## config.mk

```make
export PLATFORM = sky130hd
export DESIGN_NAME = itwc_top
export DESIGN_NICKNAME = d
export VERILOG_FILES = /design/src/hw/itwc_pkg.sv /design/src/hw/itwc_top.sv /design/src/hw/itwc_osc_tick.sv /design/src/hw/itwc_glitch_filter.sv
export SDC_FILE = /design/constraint.sdc
export NUM_CORES = 1
export LEC_CHECK = 0
export BUFFER_PORTS_ARGS = -buffer_cell sky130_fd_sc_hd__buf_2
export CAP_MARGIN = 10
export CELL_PAD_IN_SITES_DETAIL_PLACEMENT = 1
export CELL_PAD_IN_SITES_GLOBAL_PLACEMENT = 1
export CORE_UTILIZATION = 33
export DETAILED_ROUTE_END_ITERATION = 10
export PLACE_DENSITY = 0.63
export SLEW_MARGIN = 20
export SYNTH_ARGS = -nofsm -noshare
export SYNTH_HDL_FRONTEND = slang
export SYNTH_HIERARCHICAL = 1
export SYNTH_SLANG_ARGS = --single-unit
```

## constraint.sdc

```tcl
create_clock -name clk -period 4.6 [get_ports clk]
set_input_delay 0.92 -clock clk [delete_from_list [all_inputs] [get_ports clk]]
set_output_delay 0.92 -clock clk [all_outputs]
set_load 0.01 [all_outputs]
```

## src/hw/itwc_pkg.sv

```systemverilog
// shared constants and types for the i2c timing and watchdog configuration block
package itwc_pkg;

  // ----------------------------------------------------------------------------
  // register bus
  // ----------------------------------------------------------------------------
  localparam int          ADDR_W        = 8;
  localparam int          DATA_W        = 8;
  localparam logic [7:0]  OFS_RESET_CTL = 8'h01;
  localparam logic [7:0]  OFS_LEVEL     = 8'h15;
  localparam logic [7:0]  OFS_WDOG      = 8'h16;
  localparam logic [7:0]  OFS_FWD       = 8'h17;
  localparam logic [7:0]  OFS_SCL_HI    = 8'h18;
  localparam logic [7:0]  OFS_SCL_LO    = 8'h19;
  localparam logic [7:0]  OFS_IRQ_STS   = 8'h30;
  localparam logic [7:0]  OFS_IRQ_MSK   = 8'h31;

  // ----------------------------------------------------------------------------
  // reset values and keys
  // ----------------------------------------------------------------------------
  localparam logic [7:0]  RST_WDOG      = 8'hFE;
  localparam logic [7:0]  RST_FWD       = 8'h1E;
  localparam logic [7:0]  RST_SCL_HI    = 8'hA1;
  localparam logic [7:0]  RST_SCL_LO    = 8'hA5;
  localparam logic        RST_LEVEL_3V3 = 1'b1;
  localparam logic [7:0]  LEVEL_KEY     = 8'hB5;
  localparam logic [7:0]  LEVEL_CLEAR   = 8'h00;

  // ----------------------------------------------------------------------------
  // field positions
  // ----------------------------------------------------------------------------
  localparam int          DIG_RST0_BIT  = 0;
  localparam int          DIG_RST1_BIT  = 1;
  localparam int          WD_DIS_BIT    = 0;
  localparam int          WD_TMO_MSB    = 7;
  localparam int          WD_TMO_LSB    = 1;
  localparam int          PASS_ALL_BIT  = 7;
  localparam int          HOLD_MSB      = 6;
  localparam int          HOLD_LSB      = 4;
  localparam int          FILT_MSB      = 3;
  localparam int          FILT_LSB      = 0;
  localparam int          IRQ_W         = 2;
  localparam int          IRQ_WDOG_BIT  = 0;
  localparam int          IRQ_DROP_BIT  = 1;

  // ----------------------------------------------------------------------------
  // timing
  // ----------------------------------------------------------------------------
  localparam int          CLK_PERIOD_NS = 8;
  localparam int          OSC_PERIOD_NS = 40;
  localparam int          OSC_DIV       = OSC_PERIOD_NS / CLK_PERIOD_NS;
  localparam int          SCL_EXTRA_OSC = 5;
  localparam int          WD_STEP_MS    = 2;
  localparam int          WD_STEP_CYC   = WD_STEP_MS * 1000000 / CLK_PERIOD_NS;
  localparam int          HOLD_STEP_NS  = 40;
  localparam int          HOLD_STEP_CYC = HOLD_STEP_NS / CLK_PERIOD_NS;
  localparam int          HOLD_MAX      = 7;
  localparam int          HOLD_TAPS     = HOLD_MAX * HOLD_STEP_CYC;
  localparam int          FILT_STEP_NS  = 5;

  // ----------------------------------------------------------------------------
  // clock generator states
  // ----------------------------------------------------------------------------
  typedef enum logic [3:0] {
    SCL_IDLE  = 4'h1,
    SCL_LOW   = 4'h2,
    SCL_HIGH  = 4'h4,
    SCL_SETUP = 4'h8
  } itwc_scl_state_t;

endpackage

```

## src/hw/itwc_top.sv

```systemverilog
// i2c level select, control channel watchdog, forwarding filter and scl timing
//
// The plain strobed port is this design's own decision.
`timescale 1ns/100ps
module itwc_top #(
  parameter int WD_STEP_CYC = itwc_pkg::WD_STEP_CYC
) (
  input  wire logic                        clk,
  input  wire logic                        reset,
  input  wire logic [itwc_pkg::ADDR_W-1:0] reg_addr,
  input  wire logic [itwc_pkg::DATA_W-1:0] reg_wdata,
  input  wire logic                        reg_wr,
  input  wire logic                        reg_rd,
  output logic      [itwc_pkg::DATA_W-1:0] reg_rdata,
  output logic                             irq,
  input  wire logic                        level_strap_pin,
  output logic                             level_sel_3v3,
  input  wire logic                        chan_busy,
  output logic                             chan_abort,
  input  wire logic                        acc_valid,
  input  wire logic [6:0]                  acc_id,
  input  wire logic [6:0]                  ser_id,
  input  wire logic [6:0]                  des_id,
  input  wire logic [6:0]                  rslave_id,
  output logic                             fwd_valid,
  input  wire logic                        mst_en,
  input  wire logic                        slv_setup_req,
  output logic                             slv_setup_done,
  input  wire logic                        scl_i,
  input  wire logic                        sda_i,
  output logic                             scl_o,
  output logic                             scl_oe,
  output logic                             scl_filt,
  output logic                             sda_held
);

  localparam int WDW  = $clog2(WD_STEP_CYC);
  localparam int TAPS = itwc_pkg::HOLD_TAPS;

  if (WD_STEP_CYC < 2) begin : g_bad_step
    $error("watchdog step must be at least 2 cycles");
  end

  // ----------------------------------------------------------------------------
  // state
  // ----------------------------------------------------------------------------
  typedef struct packed {
    logic                          lvl;
    logic                          strap_done;
    logic [7:0]                    wdctl;
    logic [7:0]                    fwdctl;
    logic [7:0]                    hi;
    logic [7:0]                    lo;
    logic [itwc_pkg::IRQ_W-1:0]    sts;
    logic [itwc_pkg::IRQ_W-1:0]    msk;
    logic [7:0]                    rdata;
    logic [WDW-1:0]                wd_cyc;
    logic [6:0]                    wd_steps;
    logic                          abort;
    logic                          fwd_valid;
    itwc_pkg::itwc_scl_state_t     st;
    logic [8:0]                    cnt;
    logic                          slv_done;
    logic [TAPS-1:0]               sda_sr;
    logic                          sda_hold;
    logic [11:0]                   len;
  } itwc_st_t;

  itwc_st_t   r;
  itwc_st_t   n;
  logic       osc_tick;
  logic       sda_filt;
  logic [1:0] pin_raw;
  logic [1:0] pin_filt;
  logic [3:0] filt_cyc;
  logic       match;
  logic [6:0] wd_tmo;
  logic [2:0] hold_sel;

  // ----------------------------------------------------------------------------
  // helpers
  // ----------------------------------------------------------------------------
  // 5 ns steps cannot be met exactly at 8 ns, so the depth rounds up to whole cycles
  function automatic logic [3:0] filt_cycles(input logic [3:0] d);
    int ns;
    ns = int'(d) * itwc_pkg::FILT_STEP_NS;
    return 4'((ns + itwc_pkg::CLK_PERIOD_NS - 1) / itwc_pkg::CLK_PERIOD_NS);
  endfunction

  assign filt_cyc = filt_cycles(r.fwdctl[itwc_pkg::FILT_MSB:itwc_pkg::FILT_LSB]);
  assign wd_tmo   = r.wdctl[itwc_pkg::WD_TMO_MSB:itwc_pkg::WD_TMO_LSB];
  assign hold_sel = r.fwdctl[itwc_pkg::HOLD_MSB:itwc_pkg::HOLD_LSB];

  // forward decision
  assign match = r.fwdctl[itwc_pkg::PASS_ALL_BIT] ? (acc_id != ser_id)
               : ((acc_id == des_id) || (acc_id == rslave_id));

  itwc_osc_tick #(
    .DIV   (itwc_pkg::OSC_DIV)
  ) u_tick (
    .clk   (clk),
    .reset (reset),
    .tick  (osc_tick)
  );

  // ----------------------------------------------------------------------------
  // input filters
  // ----------------------------------------------------------------------------
  for (genvar g = 0; g < 2; g++) begin : g_filt
    itwc_glitch_filter #(
      .CNT_W (4)
    ) u_filt (
      .clk   (clk),
      .reset (reset),
      .din   (pin_raw[g]),
      .depth (filt_cyc),
      .dout  (pin_filt[g])
    );
  end

  // bit 0 carries scl, bit 1 sda
  assign pin_raw  = {sda_i, scl_i};
  assign scl_filt = pin_filt[0];
  assign sda_filt = pin_filt[1];

  // ----------------------------------------------------------------------------
  // next state
  // ----------------------------------------------------------------------------
  always_comb begin
    n           = r;
    n.rdata     = '0;
    n.abort     = 1'b0;
    n.fwd_valid = 1'b0;
    n.slv_done  = 1'b0;

    // first clock after reset release catches the strap
    if (!r.strap_done) begin
      n.strap_done = 1'b1;
      n.lvl        = ~level_strap_pin;
    end

    if (reg_wr) begin
      case (reg_addr)
        itwc_pkg::OFS_RESET_CTL: begin
          if (reg_wdata[itwc_pkg::DIG_RST0_BIT] || reg_wdata[itwc_pkg::DIG_RST1_BIT]) begin
            n.lvl = itwc_pkg::RST_LEVEL_3V3;
          end
        end
        itwc_pkg::OFS_LEVEL: begin
          if (reg_wdata == itwc_pkg::LEVEL_KEY) begin
            n.lvl = 1'b1;
          end else if (reg_wdata == itwc_pkg::LEVEL_CLEAR) begin
            n.lvl = 1'b0;
          end
        end
        itwc_pkg::OFS_WDOG:    n.wdctl = reg_wdata;
        itwc_pkg::OFS_FWD:     n.fwdctl = reg_wdata;
        itwc_pkg::OFS_SCL_HI:  n.hi = reg_wdata;
        itwc_pkg::OFS_SCL_LO:  n.lo = reg_wdata;
        itwc_pkg::OFS_IRQ_STS: n.sts = r.sts & ~reg_wdata[itwc_pkg::IRQ_W-1:0];
        itwc_pkg::OFS_IRQ_MSK: n.msk = reg_wdata[itwc_pkg::IRQ_W-1:0];
        default: ;
      endcase
    end

    if (reg_rd) begin
      case (reg_addr)
        itwc_pkg::OFS_LEVEL:   n.rdata = {7'h00, r.lvl};
        itwc_pkg::OFS_WDOG:    n.rdata = r.wdctl;
        itwc_pkg::OFS_FWD:     n.rdata = r.fwdctl;
        itwc_pkg::OFS_SCL_HI:  n.rdata = r.hi;
        itwc_pkg::OFS_SCL_LO:  n.rdata = r.lo;
        itwc_pkg::OFS_IRQ_STS: n.rdata = {6'h00, r.sts};
        itwc_pkg::OFS_IRQ_MSK: n.rdata = {6'h00, r.msk};
        default:               n.rdata = 8'h00;
      endcase
    end

    // watchdog runs only while a transaction is open and bit 0 is clear
    if (r.wdctl[itwc_pkg::WD_DIS_BIT] || !chan_busy) begin
      n.wd_cyc   = '0;
      n.wd_steps = 7'h00;
    end else if (r.wd_cyc == WDW'(WD_STEP_CYC - 1)) begin
      n.wd_cyc = '0;
      // a zero field times out after one step rather than never
      if (r.wd_steps + 7'h01 >= wd_tmo) begin
        n.abort    = 1'b1;
        n.wd_steps = 7'h00;
        n.sts[itwc_pkg::IRQ_WDOG_BIT] = 1'b1;
      end else begin
        n.wd_steps = r.wd_steps + 7'h01;
      end
    end else begin
      n.wd_cyc = r.wd_cyc + 1'b1;
    end

    if (acc_valid) begin
      n.fwd_valid = match;
      if (!match) begin
        n.sts[itwc_pkg::IRQ_DROP_BIT] = 1'b1;
      end
    end

    // scl generator, counts in oscillator ticks
    case (r.st)
      itwc_pkg::SCL_IDLE: begin
        n.cnt = 9'h000;
        if (mst_en) begin
          n.st = itwc_pkg::SCL_LOW;
        end else if (slv_setup_req) begin
          n.st = itwc_pkg::SCL_SETUP;
        end
      end
      itwc_pkg::SCL_LOW: begin
        if (osc_tick) begin
          n.cnt = r.cnt + 9'h001;
          if (r.cnt + 9'h001 == {1'b0, r.lo} + 9'(itwc_pkg::SCL_EXTRA_OSC)) begin
            n.st  = itwc_pkg::SCL_HIGH;
            n.cnt = 9'h000;
          end
        end
      end
      itwc_pkg::SCL_HIGH: begin
        if (osc_tick) begin
          n.cnt = r.cnt + 9'h001;
          if (r.cnt + 9'h001 == {1'b0, r.hi} + 9'(itwc_pkg::SCL_EXTRA_OSC)) begin
            n.st  = mst_en ? itwc_pkg::SCL_LOW : itwc_pkg::SCL_IDLE;
            n.cnt = 9'h000;
          end
        end
      end
      itwc_pkg::SCL_SETUP: begin
        if (r.cnt >= {1'b0, r.lo}) begin
          n.st       = itwc_pkg::SCL_IDLE;
          n.slv_done = 1'b1;
          n.cnt      = 9'h000;
        end else if (osc_tick) begin
          n.cnt = r.cnt + 9'h001;
        end
      end
      default: begin
        n.st  = itwc_pkg::SCL_IDLE;
        n.cnt = 9'h000;
      end
    endcase

    // an abort drops any clock phase so the next transaction starts clean
    if (n.abort) begin
      n.st  = itwc_pkg::SCL_IDLE;
      n.cnt = 9'h000;
    end

    n.len = (n.st != r.st) ? 12'h000 : r.len + 12'h001;

    // sda delay line, one tap group per 40 ns step
    n.sda_sr   = {r.sda_sr[TAPS-2:0], sda_filt};
    n.sda_hold = (hold_sel == 3'h0) ? sda_filt
               : r.sda_sr[int'(hold_sel) * itwc_pkg::HOLD_STEP_CYC - 1];
  end

  // ----------------------------------------------------------------------------
  // state register
  // ----------------------------------------------------------------------------
  always_ff @(posedge clk or posedge reset) begin
    if (reset) begin
      r          <= '0;
      r.lvl      <= itwc_pkg::RST_LEVEL_3V3;
      r.wdctl    <= itwc_pkg::RST_WDOG;
      r.fwdctl   <= itwc_pkg::RST_FWD;
      r.hi       <= itwc_pkg::RST_SCL_HI;
      r.lo       <= itwc_pkg::RST_SCL_LO;
      r.st       <= itwc_pkg::SCL_IDLE;
      r.sda_sr   <= '1;
      r.sda_hold <= 1'b1;
    end else begin
      r <= n;
    end
  end

  // ----------------------------------------------------------------------------
  // outputs
  // ----------------------------------------------------------------------------
  assign reg_rdata      = r.rdata;
  assign irq            = |(r.sts & r.msk);
  assign level_sel_3v3  = r.lvl;
  assign chan_abort     = r.abort;
  assign fwd_valid      = r.fwd_valid;
  assign slv_setup_done = r.slv_done;
  // open-drain: only ever pulls low
  assign scl_o          = 1'b0;
  assign scl_oe         = (r.st == itwc_pkg::SCL_LOW) || (r.st == itwc_pkg::SCL_SETUP);
  assign sda_held       = r.sda_hold;

  // ----------------------------------------------------------------------------
  // assertions
  // ----------------------------------------------------------------------------
  a_strap_latch: assert property (@(posedge clk) disable iff (reset)
    $rose(r.strap_done) |-> level_sel_3v3 == !$past(level_strap_pin))
    else $error("strap level not latched correctly");

  a_digital_reset: assert property (@(posedge clk) disable iff (reset)
    (reg_wr && reg_addr == itwc_pkg::OFS_RESET_CTL && reg_wdata[1:0] != 2'b00 && r.strap_done)
    |=> level_sel_3v3)
    else $error("digital reset did not select 3.3 V");

  a_level_read: assert property (@(posedge clk) disable iff (reset)
    (reg_rd && reg_addr == itwc_pkg::OFS_LEVEL) |=> reg_rdata == {7'h00, $past(level_sel_3v3)})
    else $error("level read does not show selection");

  a_key_write: assert property (@(posedge clk) disable iff (reset)
    (reg_wr && reg_addr == itwc_pkg::OFS_LEVEL && reg_wdata == itwc_pkg::LEVEL_KEY && r.strap_done)
    |=> level_sel_3v3 ##1 reg_rdata == 8'h00 || level_sel_3v3)
    else $error("key write did not set level select");

  a_wd_timeout: assert property (@(posedge clk) disable iff (reset)
    chan_abort |-> $past(chan_busy) && $past(r.wd_cyc) == WDW'(WD_STEP_CYC - 1)
                   && $past(r.wd_steps) + 7'h01 >= $past(wd_tmo))
    else $error("watchdog abort without full timeout");

  a_wd_disable: assert property (@(posedge clk) disable iff (reset)
    $past(r.wdctl[itwc_pkg::WD_DIS_BIT]) |-> !chan_abort)
    else $error("disabled watchdog aborted");

  a_fwd_match: assert property (@(posedge clk) disable iff (reset)
    (acc_valid && !r.fwdctl[itwc_pkg::PASS_ALL_BIT] && acc_id != des_id && acc_id != rslave_id)
    |=> !fwd_valid && r.sts[itwc_pkg::IRQ_DROP_BIT])
    else $error("unmatched id forwarded");

  a_fwd_all: assert property (@(posedge clk) disable iff (reset)
    (acc_valid && r.fwdctl[itwc_pkg::PASS_ALL_BIT]) |=> fwd_valid == ($past(acc_id) != $past(ser_id)))
    else $error("pass-all forwarding wrong");

  a_scl_low_len: assert property (@(posedge clk) disable iff (reset)
    (r.st == itwc_pkg::SCL_LOW && n.st == itwc_pkg::SCL_HIGH)
    |-> int'(r.len) >= (int'(r.lo) + 4) * itwc_pkg::OSC_DIV
     && int'(r.len) < (int'(r.lo) + 5) * itwc_pkg::OSC_DIV)
    else $error("scl low time wrong");

  a_scl_high_len: assert property (@(posedge clk) disable iff (reset)
    (r.st == itwc_pkg::SCL_HIGH && n.st != itwc_pkg::SCL_HIGH && !n.abort)
    |-> int'(r.len) >= (int'(r.hi) + 4) * itwc_pkg::OSC_DIV
     && int'(r.len) < (int'(r.hi) + 5) * itwc_pkg::OSC_DIV)
    else $error("scl high time wrong");

  a_abort_idle: assert property (@(posedge clk) disable iff (reset)
    chan_abort |-> !scl_oe && r.st == itwc_pkg::SCL_IDLE)
    else $error("abort left scl active");

endmodule

```

## src/hw/itwc_osc_tick.sv

```systemverilog
// oscillator-rate tick generator derived from the system clock
`timescale 1ns/100ps
module itwc_osc_tick #(
  parameter int DIV = itwc_pkg::OSC_DIV
) (
  input  wire logic clk,
  input  wire logic reset,
  output logic      tick
);

  // the counter is 8 bits wide, so the divider must fit in it
  if (DIV < 2 || DIV > 256) begin : g_bad_div
    $error("divider must be 2 to 256");
  end

  typedef struct packed {
    logic [7:0] cnt;
    logic       tick;
  } itwc_tick_st_t;

  itwc_tick_st_t r;
  itwc_tick_st_t n;

  always_comb begin
    n      = r;
    n.tick = 1'b0;
    if (r.cnt == 8'(DIV - 1)) begin
      n.cnt  = 8'h00;
      n.tick = 1'b1;
    end else begin
      n.cnt = r.cnt + 8'h01;
    end
  end

  always_ff @(posedge clk or posedge reset) begin
    if (reset) begin
      r <= '0;
    end else begin
      r <= n;
    end
  end

  assign tick = r.tick;

endmodule

```

## src/hw/itwc_glitch_filter.sv

```systemverilog
// glitch filter: an input change must persist beyond depth cycles to pass
`timescale 1ns/100ps
module itwc_glitch_filter #(
  parameter int CNT_W = 4
) (
  input  wire logic             clk,
  input  wire logic             reset,
  input  wire logic             din,
  input  wire logic [CNT_W-1:0] depth,
  output logic                  dout
);

  typedef struct packed {
    logic             q;
    logic [CNT_W-1:0] cnt;
  } itwc_filt_st_t;

  itwc_filt_st_t r;
  itwc_filt_st_t n;

  always_comb begin
    n = r;
    if (din == r.q) begin
      n.cnt = '0;
    end else if (r.cnt >= depth) begin
      n.q   = din;
      n.cnt = '0;
    end else begin
      n.cnt = r.cnt + 1'b1;
    end
  end

  // idle bus level is high, so the filter starts released
  always_ff @(posedge clk or posedge reset) begin
    if (reset) begin
      r     <= '0;
      r.q   <= 1'b1;
    end else begin
      r <= n;
    end
  end

  assign dout = r.q;

endmodule

```

==> impl_results.md, run 1 <==
- Slew HR: 41.1%
- Max-cap violations: 0
- GRT Util Overall: 17.0%
- Worst slack at placement: 1.12 ns
- Area growth syn-to-layout: 15.4%
- Clock power share: 41.8%
- Power per cell area: 357 nW/um^2
- Num Clock Sinks: 142
- Cts repair resizes: 0
- Post-Syn Area per Cell: 10.8 sq um
- DRC: 0
- Endpoints failing hold: 0
- Layout cells sized above 1: 28.5%
- Fin crit period: 3.45 ns
- Detail Placement HPWL: 14700 um
- Clk_skew: 0.0147 ns
- Dpl cell area: 8740 sq um
- Largest net degree at the start of global routing: 71
- Avg WL per Cell: 16.9 um
- Flops & latches, synth: 142
- Seq/Total Area, Yosys: 44.7%
- LEAKAGE: 4.07 nW
- GPL Wtd Cong: 0.777
- Pwr Total: 3.34 mW
- Site Rows: 56
- Worst hold slack: 0.361 ns
- FILL cells: 2637
- IO Count: 72
- PortBufs: 70
- Clock transition at the registers of the reported paths: 0.07 ns
- Worst EP required: 4.96 ns
- Final WL: 19400 um
- Post-synth EDFFs: 0
- Starting Density: 34.1%
- Switching Share: 29.5%
- Worst Slack Setup Final: 1.15 ns
- Peak VDD IR: 254 uV
- Worst-Margin Slew: 0.877 ns
- H-tree depth: 4
- Die W: 159 um
- Initial antenna violation count: 2
- Max clock buf depth: 2
- CTS tree: yes
- Placed cells: 1116
- Logic pwr share: 14.5%
- Final std cells w/o fill: 1149
- Crit path capture type: register
- Multi-input logic area: 4170 sq um
- CTS Buf Count: 17
- Fin Setup TNS: 0 ns
- WP data arrival: 3.81 ns
- Slew Viols, Final: 0
- Via density: 5.04
- CORE AREA: 23800 sq um
- Sw Pwr: 985 uW
- Global-route wire length before repair: 32500 um
- Fmax: 290 MHz
- Crit path kind: register to register
- Syn_nets: 853
- Worst hold path class: register to register
- Grt ovf: 0
- Vias in the first global route: 6171
- Vias: 5793
- Flop pwr share: 43.8%
- Commonest non-fill, non-tap cells in the layout: dfrtp_1, buf_2, nor2_1
- Final Core Density: 39.4%
- Clock root buffer: clkbuf_16
- Reg area: 3630 sq um
- Initial DRT Pass Iterations: 5
- Syn Inst Count: 750
- Starting DRT DRC Count: 225
- Synth async-reset ratio: 100%
- Critical path fanouts, max: 14
- Antenna Nets Post-Route: 0
- Die ar.: 25200 sq um
- Nets: 919
- Commonest non-fill, non-tap cell in the layout: dfrtp_1
- Worst setup SP type: register
- Number of setup violations in the final report: 0
- Main synth FF type: dfrtp_1
- Worst-Skew Late Latency: 0.43 ns
- RSZ-0062 raised after global routing: no
- Fin area: 9350 sq um
- Post-CTS Repair Setup Buffers: 0
- Status: finished, final reports clean
- Post-synth cell types: 74
- Post-Syn Area: 8100 sq um
- Final period util: 75.0%
- P_int: 2.35 mW
- CTS hold repair buffers: 0
- Die Ht: 159 um
- Synth Warn #: 6
-- synthesized netlist by cell type (all sizes together), types with 2 or more instances --
| cell type | n | area (sq um) |
|---|---|---|
| a21o | 5 | 37.5 |
| or3 | 2 | 12.5 |
| a211o | 5 | 43.8 |
| inv | 46 | 173 |
| mux2 | 39 | 447 |
| nor2b | 6 | 37.5 |
| nand4b | 2 | 17.5 |
| a21oi | 11 | 55.1 |
| nand2b | 8 | 65.1 |
| nor2 | 68 | 258 |
| a222oi | 7 | 70.1 |
| nor4b | 2 | 17.5 |
| o2111ai | 4 | 35.0 |
| buf | 11 | 76.3 |
| conb | 2 | 7.51 |
| mux2i | 5 | 50.1 |
| or4 | 6 | 53.8 |
| xor2 | 31 | 272 |
| nor3 | 14 | 81.3 |
| o21ai | 36 | 191 |
| xnor2 | 55 | 489 |
| a22o | 7 | 61.3 |
| dfrtp | 84 | 2100 |
| nand2 | 51 | 191 |
| mux4 | 10 | 225 |
| and3 | 14 | 95.1 |
| nand3b | 7 | 52.6 |
| and2 | 5 | 33.8 |
| nand3 | 32 | 160 |
| nor3b | 2 | 15.0 |
| a2111oi | 3 | 63.8 |
| a31oi | 2 | 12.5 |
| dfstp | 58 | 1520 |
| ha | 47 | 588 |
| o22ai | 3 | 18.8 |
| o21a | 5 | 37.5 |
| nand4 | 12 | 75.1 |
| clkbuf | 15 | 56.3 |
| xnor3 | 2 | 45.0 |
| nor4 | 6 | 52.6 |
| a211oi | 4 | 30.0 |
-- worst paths after layout --
| check | from | endpoint | slack (ns) | cells after the start |
|---|---|---|---|---|
| worst min-delay path | n[16]$_DFF_PP1_ | n[17]$_DFF_PP1_ | 0.36 | 0 |
| worst max register to register | hold_sel[0]$_DFFE_PP1P_ | sda_held$_DFF_PP1_ | 1.15 | 9 |
| min in group asynchronous | reset | g_filt[1].u_filt/r[3]$_DFF_PP0_ | 0.42 | 2 |
| max in group asynchronous | reset | r[58]$_DFFE_PP1P_ | 2.93 | 3 |
| worst min register to register | n[16]$_DFF_PP1_ | n[17]$_DFF_PP1_ | 0.36 | 0 |
| worst max-delay path | hold_sel[0]$_DFFE_PP1P_ | sda_held$_DFF_PP1_ | 1.15 | 9 |
-- worst max-delay path, cell delays in order (launching register included) --
cell and delay (ns):
dfstp_2 0.78, inv_1 0.15, ha_1 0.58, inv_1 0.09, ha_1 0.34, xor2_1 0.36, mux4_2 0.56, a21oi_1 0.17
o21ai_0 0.10, mux2_2 0.26
-- power by group through the flow --
| stage | Sequential [mW] | Clock (mW) | Combinational, mW |
|---|---|---|---|
| after global routing | 1.48 | 1.48 | 0.538 |
| after global placement | 1.48 | 0 | 0.481 |
| after CTS | 1.46 | 1.43 | 0.493 |
| after detailed placement | 1.48 | 0 | 0.489 |
| final | 1.46 | 1.39 | 0.482 |
| after floorplan | 1.45 | 0 | 0.368 |
-- final cells by class --
| cell class | count | share of cell area (%) |
|---|---|---|
| Inverter | 46 | 1.87 |
| Tap cell | 319 | 4.27 |
| Sequential cell | 142 | 38.8 |
| Timing Repair Buffer | 73 | 3.99 |
| Multi-Input combinational cell | 536 | 44.6 |
| Clock buffer | 17 | 4.55 |
| Antenna cell | 1 | 0.0268 |
| Clock inverter | 15 | 1.94 |
-- kinds of logic after synthesis --
group                    share of synthesized area [%]
multiplexers                                      8.91
other                                           0.0927
AND/OR/NAND/NOR                                   15.6
adder cells (fa/ha/maj)                           7.50
XOR/XNOR                                          9.94
AO/OA/AOI/OAI                                     9.44
flip-flops                                        44.7
buffers and inverters                             3.77
-- flip-flops by register name (all words and copies together) (netlist names) --
register and cells:
sda_held 1, fwd_valid 1, level_sel_3v3 1, u_tick/r 8
r 73, chan_abort 1, g_filt.u_filt/r 8, hold_sel 3
slv_setup_done 1, n 34, u_tick/tick 1, reg_rdata 8
g_filt.u_filt/dout 2
-- routing by layer --
metal	vias to the layer above	wire length [um]	global-route usage, %	part of all wire, %
met1	2941	9230	21.9	48
met3	17	516	3.76	2.7
li1	2774	-	-	-
met4	2	207	4.26	1.1
met5	-	13	0	0.067
met2	59	9410	28.7	49
No activity file was read; power rests on OpenSTA's default activity.
==> inputs of run 2 (changes only) <==
- ABC_AREA: unset -> 1
- PLACE_DENSITY: 0.63 -> 0.68
- clock period: 4.6 -> 3.1 ns (I/O delays scaled with it)
==> impl_results.md, run 2 <==
- Status: finished, final reports clean (unchanged)
- Crit path kind: register to register (unchanged)
- Initial DRT Pass Iterations: 4 (was 5)
- Final WL: 23300 um (was 19400 um)
- Initial antenna violation count: 0 (was 2)
- Num Clock Sinks: 142 (unchanged)
- Syn_nets: 1194 (was 853)
- GPL Wtd Cong: 0.809 (was 0.777)
- Synth async-reset ratio: 100% (unchanged)
- RR Startpoint: r[120]$_DFFE_PP1P_ (was hold_sel[0]$_DFFE_PP1P_)
- Yosys top cell by area: dfrtp_1 (unchanged)
- Post-Syn Area: 8670 sq um (was 8100 sq um)
- IO Count: 72 (unchanged)
- Final std cells w/o fill: 1516 (was 1149)
- Worst EP required: 3.47 ns (was 4.96 ns)
- Dpl cell area: 9400 sq um (was 8740 sq um)
- Starting Density: 34.0% (was 34.1%)
- Commonest non-fill, non-tap cell in the layout: nand2_1 (was dfrtp_1)
- Fin Setup TNS: 0 ns (unchanged)
- Post-synth top cells: nand2_1, inv_1, nor2_1 (was dfrtp_1, nor2_1, dfstp_2)
- Clk_skew: 0.0123 ns (was 0.0147 ns)
- Synth Warn #: 6 (unchanged)
- Max clock buf depth: 2 (unchanged)
- Antenna Nets Post-Route: 0 (unchanged)
- Largest net degree at the start of global routing: 52 (was 71)
- Worst-Margin Slew: 0.652 ns (was 0.877 ns)
- Area share of the largest cell type after synthesis: 24.2% (was 25.9%)
- Number of setup violations in the final report: 0 (unchanged)
- Worst-Skew Late Latency: 0.43 ns (about the same)
- LEAKAGE: 4.82 nW (was 4.07 nW)
- Layout cells sized above 1: 21.3% (was 28.5%)
- Site Rows: 58 (was 56)
- Max-cap violations: 0 (unchanged)
- H-tree depth: 4 (unchanged)
- R2R depth: 15 (was 9)
- CTS tree: yes (unchanged)
- CORE AREA: 25500 sq um (was 23800 sq um)
- Reg2Reg Setup Slack: 0.22 ns (was 1.15 ns)
- Power per cell area: 503 nW/um^2 (was 357 nW/um^2)
- Placed cells: 1478 (was 1116)
- Nets: 1276 (was 919)
- Area growth syn-to-layout: 16.1% (was 15.4%)
- Flops & latches, synth: 142 (unchanged)
- DRC: 0 (unchanged)
- Critical path fanouts, max: 5 (was 14)
- Most common cell in the netlist: nand2_1 (was dfrtp_1)
- Post-synth EDFFs: 0 (unchanged)
- Vias: 7414 (was 5793)
- Slew HR: 56.1% (was 41.1%)
- Post-Syn Area per Cell: 7.95 sq um (was 10.8 sq um)
- Fin crit period: 2.88 ns (was 3.45 ns)
- Crit path capture type: register (unchanged)
- Vias in the first global route: 7824 (was 6171)
- Syn Inst Count: 1091 (was 750)
- Fmax: 347 MHz (was 290 MHz)
- Peak VDD IR: 329 uV (was 254 uV)
- Slew Viols, Final: 0 (unchanged)
- Worst hold path class: input pin to asynchronous set/reset pin (was register to register)
- Starting DRT DRC Count: 313 (was 225)
- Top cells by area, synth: dfrtp_1, dfstp_2, nand2_1 (was dfrtp_1, dfstp_2, ha_1)
- Die W: 164 um (was 159 um)
- WP data arrival: 3.25 ns (was 3.81 ns)
- Grt ovf: 0 (unchanged)
- Number of flip-flops in the largest register: 73 (unchanged)
- Die ar.: 26900 sq um (was 25200 sq um)
- Seq/Total Area, Yosys: 41.8% (was 44.7%)
- Fin area: 10100 sq um (was 9350 sq um)
- ANT cells: 0 (was 1)
- Clock transition at the registers of the reported paths: 0.08 ns (was 0.07 ns)
- FF-to-FF End: g_filt[1].u_filt/dout$_DFFE_PP1P_ (was sda_held$_DFF_PP1_)
- Worst setup SP type: register (unchanged)
- Die Ht: 164 um (was 159 um)
- Pwr Total: 5.07 mW (was 3.34 mW)
- Largest Register: r (unchanged)
- Avg WL per Cell: 15.4 um (was 16.9 um)
- Post-synth cell types: 56 (was 74)
- Via density: 4.89 (was 5.04)
- GRT Util Overall: 18.5% (was 17.0%)
- Endpoints failing hold: 0 (unchanged)
- Clock root buffer: clkbuf_16 (unchanged)
- Main synth FF type: dfrtp_1 (unchanged)
- Detail Placement HPWL: 18200 um (was 14700 um)
- Global-route wire length before repair: 38800 um (was 32500 um)
- Final period util: 93.0% (was 75.0%)
- CTS Buf Count: 17 (unchanged)
- Commonest non-fill, non-tap cells in the layout: nand2_1, inv_1, nor2_1 (was dfrtp_1, buf_2, nor2_1)
- PortBufs: 70 (unchanged)
- Worst hold slack: 0.145 ns (was 0.361 ns)
-- run 2: final cells by class --
cell class,count,area [sq um]
Inverter,152,577
Tap cell,330,413
Clock buffer,17,425
Sequential cell,142,3630
Fill cell,3099,15400
Multi-Input combinational cell,775,4370
Timing Repair Buffer,85,488
Clock inverter,15,170
-- run 2: what timing repair did --
item / 4_1_cts / 5_1_grt
hold buffers: 0 / 0
endpoints found under the hold margin: 0 / 0
buffers inserted: 0 / 6
setup endpoints to repair: 0 / 23
gates resized for setup: 0 / 6
-- run 2: worst max path at each step --
stage / start / endpoint / cells after the start
6_report: r[120]$_DFFE_PP1P_ / g_filt[1].u_filt/dout$_DFFE_PP1P_ / 15
5_1_grt: r[64]$_DFFE_PP0P_ / r[60]$_DFFE_PP0P_ / 15
4_1_cts: r[118]$_DFFE_PP1P_ / g_filt[1].u_filt/r[0]$_DFF_PP0_ / 14
3_5_place_dp: r[120]$_DFFE_PP1P_ / g_filt[1].u_filt/dout$_DFFE_PP1P_ / 15
3_3_place_gp: r[120]$_DFFE_PP1P_ / g_filt[0].u_filt/dout$_DFFE_PP1P_ / 15
2_1_floorplan: r[118]$_DFFE_PP1P_ / g_filt[0].u_filt/dout$_DFFE_PP1P_ / 15
-- run 2: layer usage --
layer	vias up	track usage (%)	wire, um
met3	27	2.95	871
met1	3549	24.9	11100
li1	3716	-	-
met4	0	5.56	318
met5	-	0	0
met2	122	30.3	11000
-- run 2: cells by family (layout without fill, tap and decap cells) --
kind of cell,after synthesis,in the layout,synth area share [%]
xor gates and xnor gates,46,46,4.82
DFF,142,142,41.8
buffers and inverters,174,269,8.14
AOI/OAI and AO/OA,136,136,9.16
and+or+nand+nor,543,543,29.0
adders and majority gates,48,48,7.01
other,2,2,0.0866
-- run 2: per-stage QoR --
step	worst slack, ns	utilization [%]
final	0.217	39.5
after CTS	0.0605	39.2
after global routing	-0.0192	39.5
after floorplan	0.312	-
after global placement	0.163	36.9
after detailed placement	0.0658	36.9
-- run 2: critical path, cell delays in order (launching register included) --
cell     delay, ns
dfstp_2       0.57
ha_1          0.24
ha_1          0.28
ha_1          0.33
a21oi_2       0.17
inv_1         0.07
a21oi_2       0.16
xor2_1        0.19
inv_1         0.07
ha_1          0.27
nand2_1       0.07
inv_1         0.05
nand2_1       0.09
nand3_2       0.14
nand2_1       0.09
nand2_1       0.05
-- run 2: where the power goes --
| group | total [mW] | internal (mW) | switching, mW |
|---|---|---|---|
| Sequential | 2.15 | 2.05 | 0.104 |
| Clock | 2.07 | 1.09 | 0.979 |
| Combinational | 0.845 | 0.302 | 0.543 |
==> inputs of run 3 (changes only) <==
- REMOVE_ABC_BUFFERS: unset -> 1
==> impl_results.md, run 3 (synthesis gave the netlist of run 2 again) <==
- Worst setup SP type: register (unchanged)
- GRT Util Overall: 18.9% (was 18.5%)
- Worst EP required: 3.47 ns (about the same)
- Worst hold slack: 0.155 ns (was 0.145 ns)
- Slew HR: 55.8% (was 56.1%)
- LEAKAGE: 4.80 nW (was 4.82 nW)
- CTS Buf Count: 17 (unchanged)
- Worst hold path class: input pin to asynchronous set/reset pin (unchanged)
- Endpoints failing hold: 0 (unchanged)
- Final period util: 93.4% (was 93.0%)
- Number of setup violations in the final report: 0 (unchanged)
- GPL Wtd Cong: 0.792 (was 0.809)
- P_int: 3.50 mW (was 3.44 mW)
- Starting Density: 34.0% (unchanged)
- Crit path capture type: register (unchanged)
- Peak VDD IR: 343 uV (was 329 uV)
- Via density: 4.86 (was 4.89)
- Die ar.: 26900 sq um (unchanged)
- Worst-Margin Slew: 0.663 ns (was 0.652 ns)
- Clk_skew: 0.0120 ns (was 0.0123 ns)
- Crit path kind: register to register (unchanged)
- WL met2: 11400 um (was 11000 um)
- DRC: 0 (unchanged)
- RSZ-0062 raised after global routing: no
- Site Rows: 58 (unchanged)
- Layout cells sized above 1: 21.2% (was 21.3%)
- Number of flip-flops in the largest register: 73 (unchanged)
- CORE AREA: 25500 sq um (unchanged)
- Slew Viols, Final: 0 (unchanged)
- Fin area: 10000 sq um (was 10100 sq um)
- Nets: 1272 (was 1276)
- Routed wl met3: 674 um (was 871 um)
- Final Core Density: 39.4% (was 39.5%)
- Antenna Nets Post-Route: 0 (unchanged)
- Avg WL per Cell: 15.6 um (was 15.4 um)
- Logic pwr share: 16.7% (about the same)
- Initial DRT Pass Iterations: 5 (was 4)
- Area growth syn-to-layout: 15.7% (was 16.1%)
- H-tree depth: 4 (unchanged)
- Uppermost layer routed: met4 (unchanged)
- Fin crit period: 2.90 ns (was 2.88 ns)
- Clock power share: 41.1% (was 40.8%)
- Largest net degree at the start of global routing: 49 (was 52)
- Commonest non-fill, non-tap cell in the layout: nand2_1 (unchanged)
- WL met1: 11300 um (was 11100 um)
- Worst Slack Setup Final: 0.205 ns (was 0.217 ns)
- Worst slack at placement: -0.000908 ns (was 0.0658 ns)
- Clock transition at the registers of the reported paths: 0.07 ns (was 0.08 ns)
- Die W: 164 um (unchanged)
- Pwr Total: 5.10 mW (was 5.07 mW)
- CTS hold repair buffers: 0 (unchanged)
- Status: finished, final reports clean (unchanged)
- FILL cells: 3067 (was 3099)
- Clock root buffer: clkbuf_16 (unchanged)
- Detail Placement HPWL: 18400 um (was 18200 um)
- Global-route wire length before repair: 39600 um (was 38800 um)
- ANT cells: 0 (unchanged)
- Starting DRT DRC Count: 337 (was 313)
- PortBufs: 70 (unchanged)
- Dpl cell area: 9370 sq um (was 9400 sq um)
- IO Count: 72 (unchanged)
- Sw Pwr: 1.59 mW (was 1.63 mW)
- Largest Register: r (unchanged)
- Power per cell area: 508 nW/um^2 (was 503 nW/um^2)
- Worst-Skew Late Latency: 0.44 ns (was 0.43 ns)
- Max-cap violations: 0 (unchanged)
- CTS tree: yes (unchanged)
- Switching Share: 31.3% (was 32.1%)
- Flop pwr share: 42.3% (was 42.5%)
- Initial antenna violation count: 0 (unchanged)
- Max clock buf depth: 2 (unchanged)
- Final WL: 23600 um (was 23300 um)
- Num Clock Sinks: 142 (unchanged)
- Vias in the first global route: 7738 (was 7824)
- Grt ovf: 0 (unchanged)
- Commonest non-fill, non-tap cells in the layout: nand2_1, inv_1, nor2_1 (unchanged)
- WP data arrival: 3.26 ns (was 3.25 ns)
- Die Ht: 164 um (unchanged)
- Critical path fanouts, max: 5 (unchanged)
- Fmax: 345 MHz (was 347 MHz)
- Vias: 7355 (was 7414)
run 3: cell types whose count changed in the layout (fill, tap and decap cells not counted), sizes merged:
cell / before / now
inv: 158 / 157
bufinv: 0 / 1
buf: 85 / 81
clkinv: 7 / 9
clkinvlp: 2 / 0
run 3: path summary, 6_finish.rpt:
path / from / to / slack [ns] / depth (start not counted)
setup / recovery: r[118]$_DFFE_PP1P_ / g_filt[0].u_filt/dout$_DFFE_PP1P_ / 0.20 / 13
hold / removal: reset / g_filt[1].u_filt/r[2]$_DFF_PP0_ / 0.15 / 2
setup reg to reg: r[118]$_DFFE_PP1P_ / g_filt[0].u_filt/dout$_DFFE_PP1P_ / 0.20 / 13
hold reg to reg: n[44]$_DFF_PP1_ / n[45]$_DFF_PP1_ / 0.36 / 0
max in group asynchronous: reset / r[55]$_DFFE_PP0P_ / 2.02 / 3
min in group clk: n[44]$_DFF_PP1_ / n[45]$_DFF_PP1_ / 0.36 / 0
run 3: timing repair:
action,4_1_cts,5_1_grt
buffers inserted,0,2
pin swaps,0,4
resized for setup,2,7
endpoints found under the setup margin,1,16
run 3: critical path, stage by stage (launching register included):
cell and delay [ns]:
dfstp_2 0.57, ha_1 0.24, ha_1 0.32, ha_4 0.26, a21oi_2 0.15, inv_1 0.07
a21oi_2 0.18, xor2_1 0.20, inv_1 0.06, ha_1 0.18, a21oi_1 0.30, nand3_4 0.16
nand2_1 0.09, nand2_1 0.04
run 3: power groups by stage:
stage / Sequential [mW] / Combinational (mW) / Clock (mW)
2_1_floorplan: 2.16 / 0.573 / 0
5_1_grt: 2.17 / 0.976 / 2.21
6_report: 2.15 / 0.850 / 2.09
4_1_cts: 2.16 / 0.843 / 2.15
3_5_place_dp: 2.19 / 0.830 / 0
3_3_place_gp: 2.18 / 0.808 / 0
run 3: metrics by stage:
stage	TNS [ns]	std cells
floorplan	-46.78	1069
global route	0	1512
global placement	0	1478
detailed placement	-0.000908	1478
finish	0	1512
CTS	0	1510
run 3: layout make-up:
cell class / count / area [sq um] / share of cell area [%]
multi-input combinational: 775 / 4390 / 43.7
sequential: 142 / 3630 / 36.2
inverter: 152 / 576 / 5.74
timing repair buffer: 81 / 433 / 4.32
clock buffer: 17 / 425 / 4.24
tap: 330 / 413 / 4.12
clock inverter: 15 / 171 / 1.71
run 3: routing by layer:
layer | GRT usage [%] | vias to the layer above
met4 | 5.09 | 0
met1 | 24.6 | 3532
met2 | 32.0 | 115
met3 | 3.31 | 22
li1 | - | 3686
met5 | 0 | -
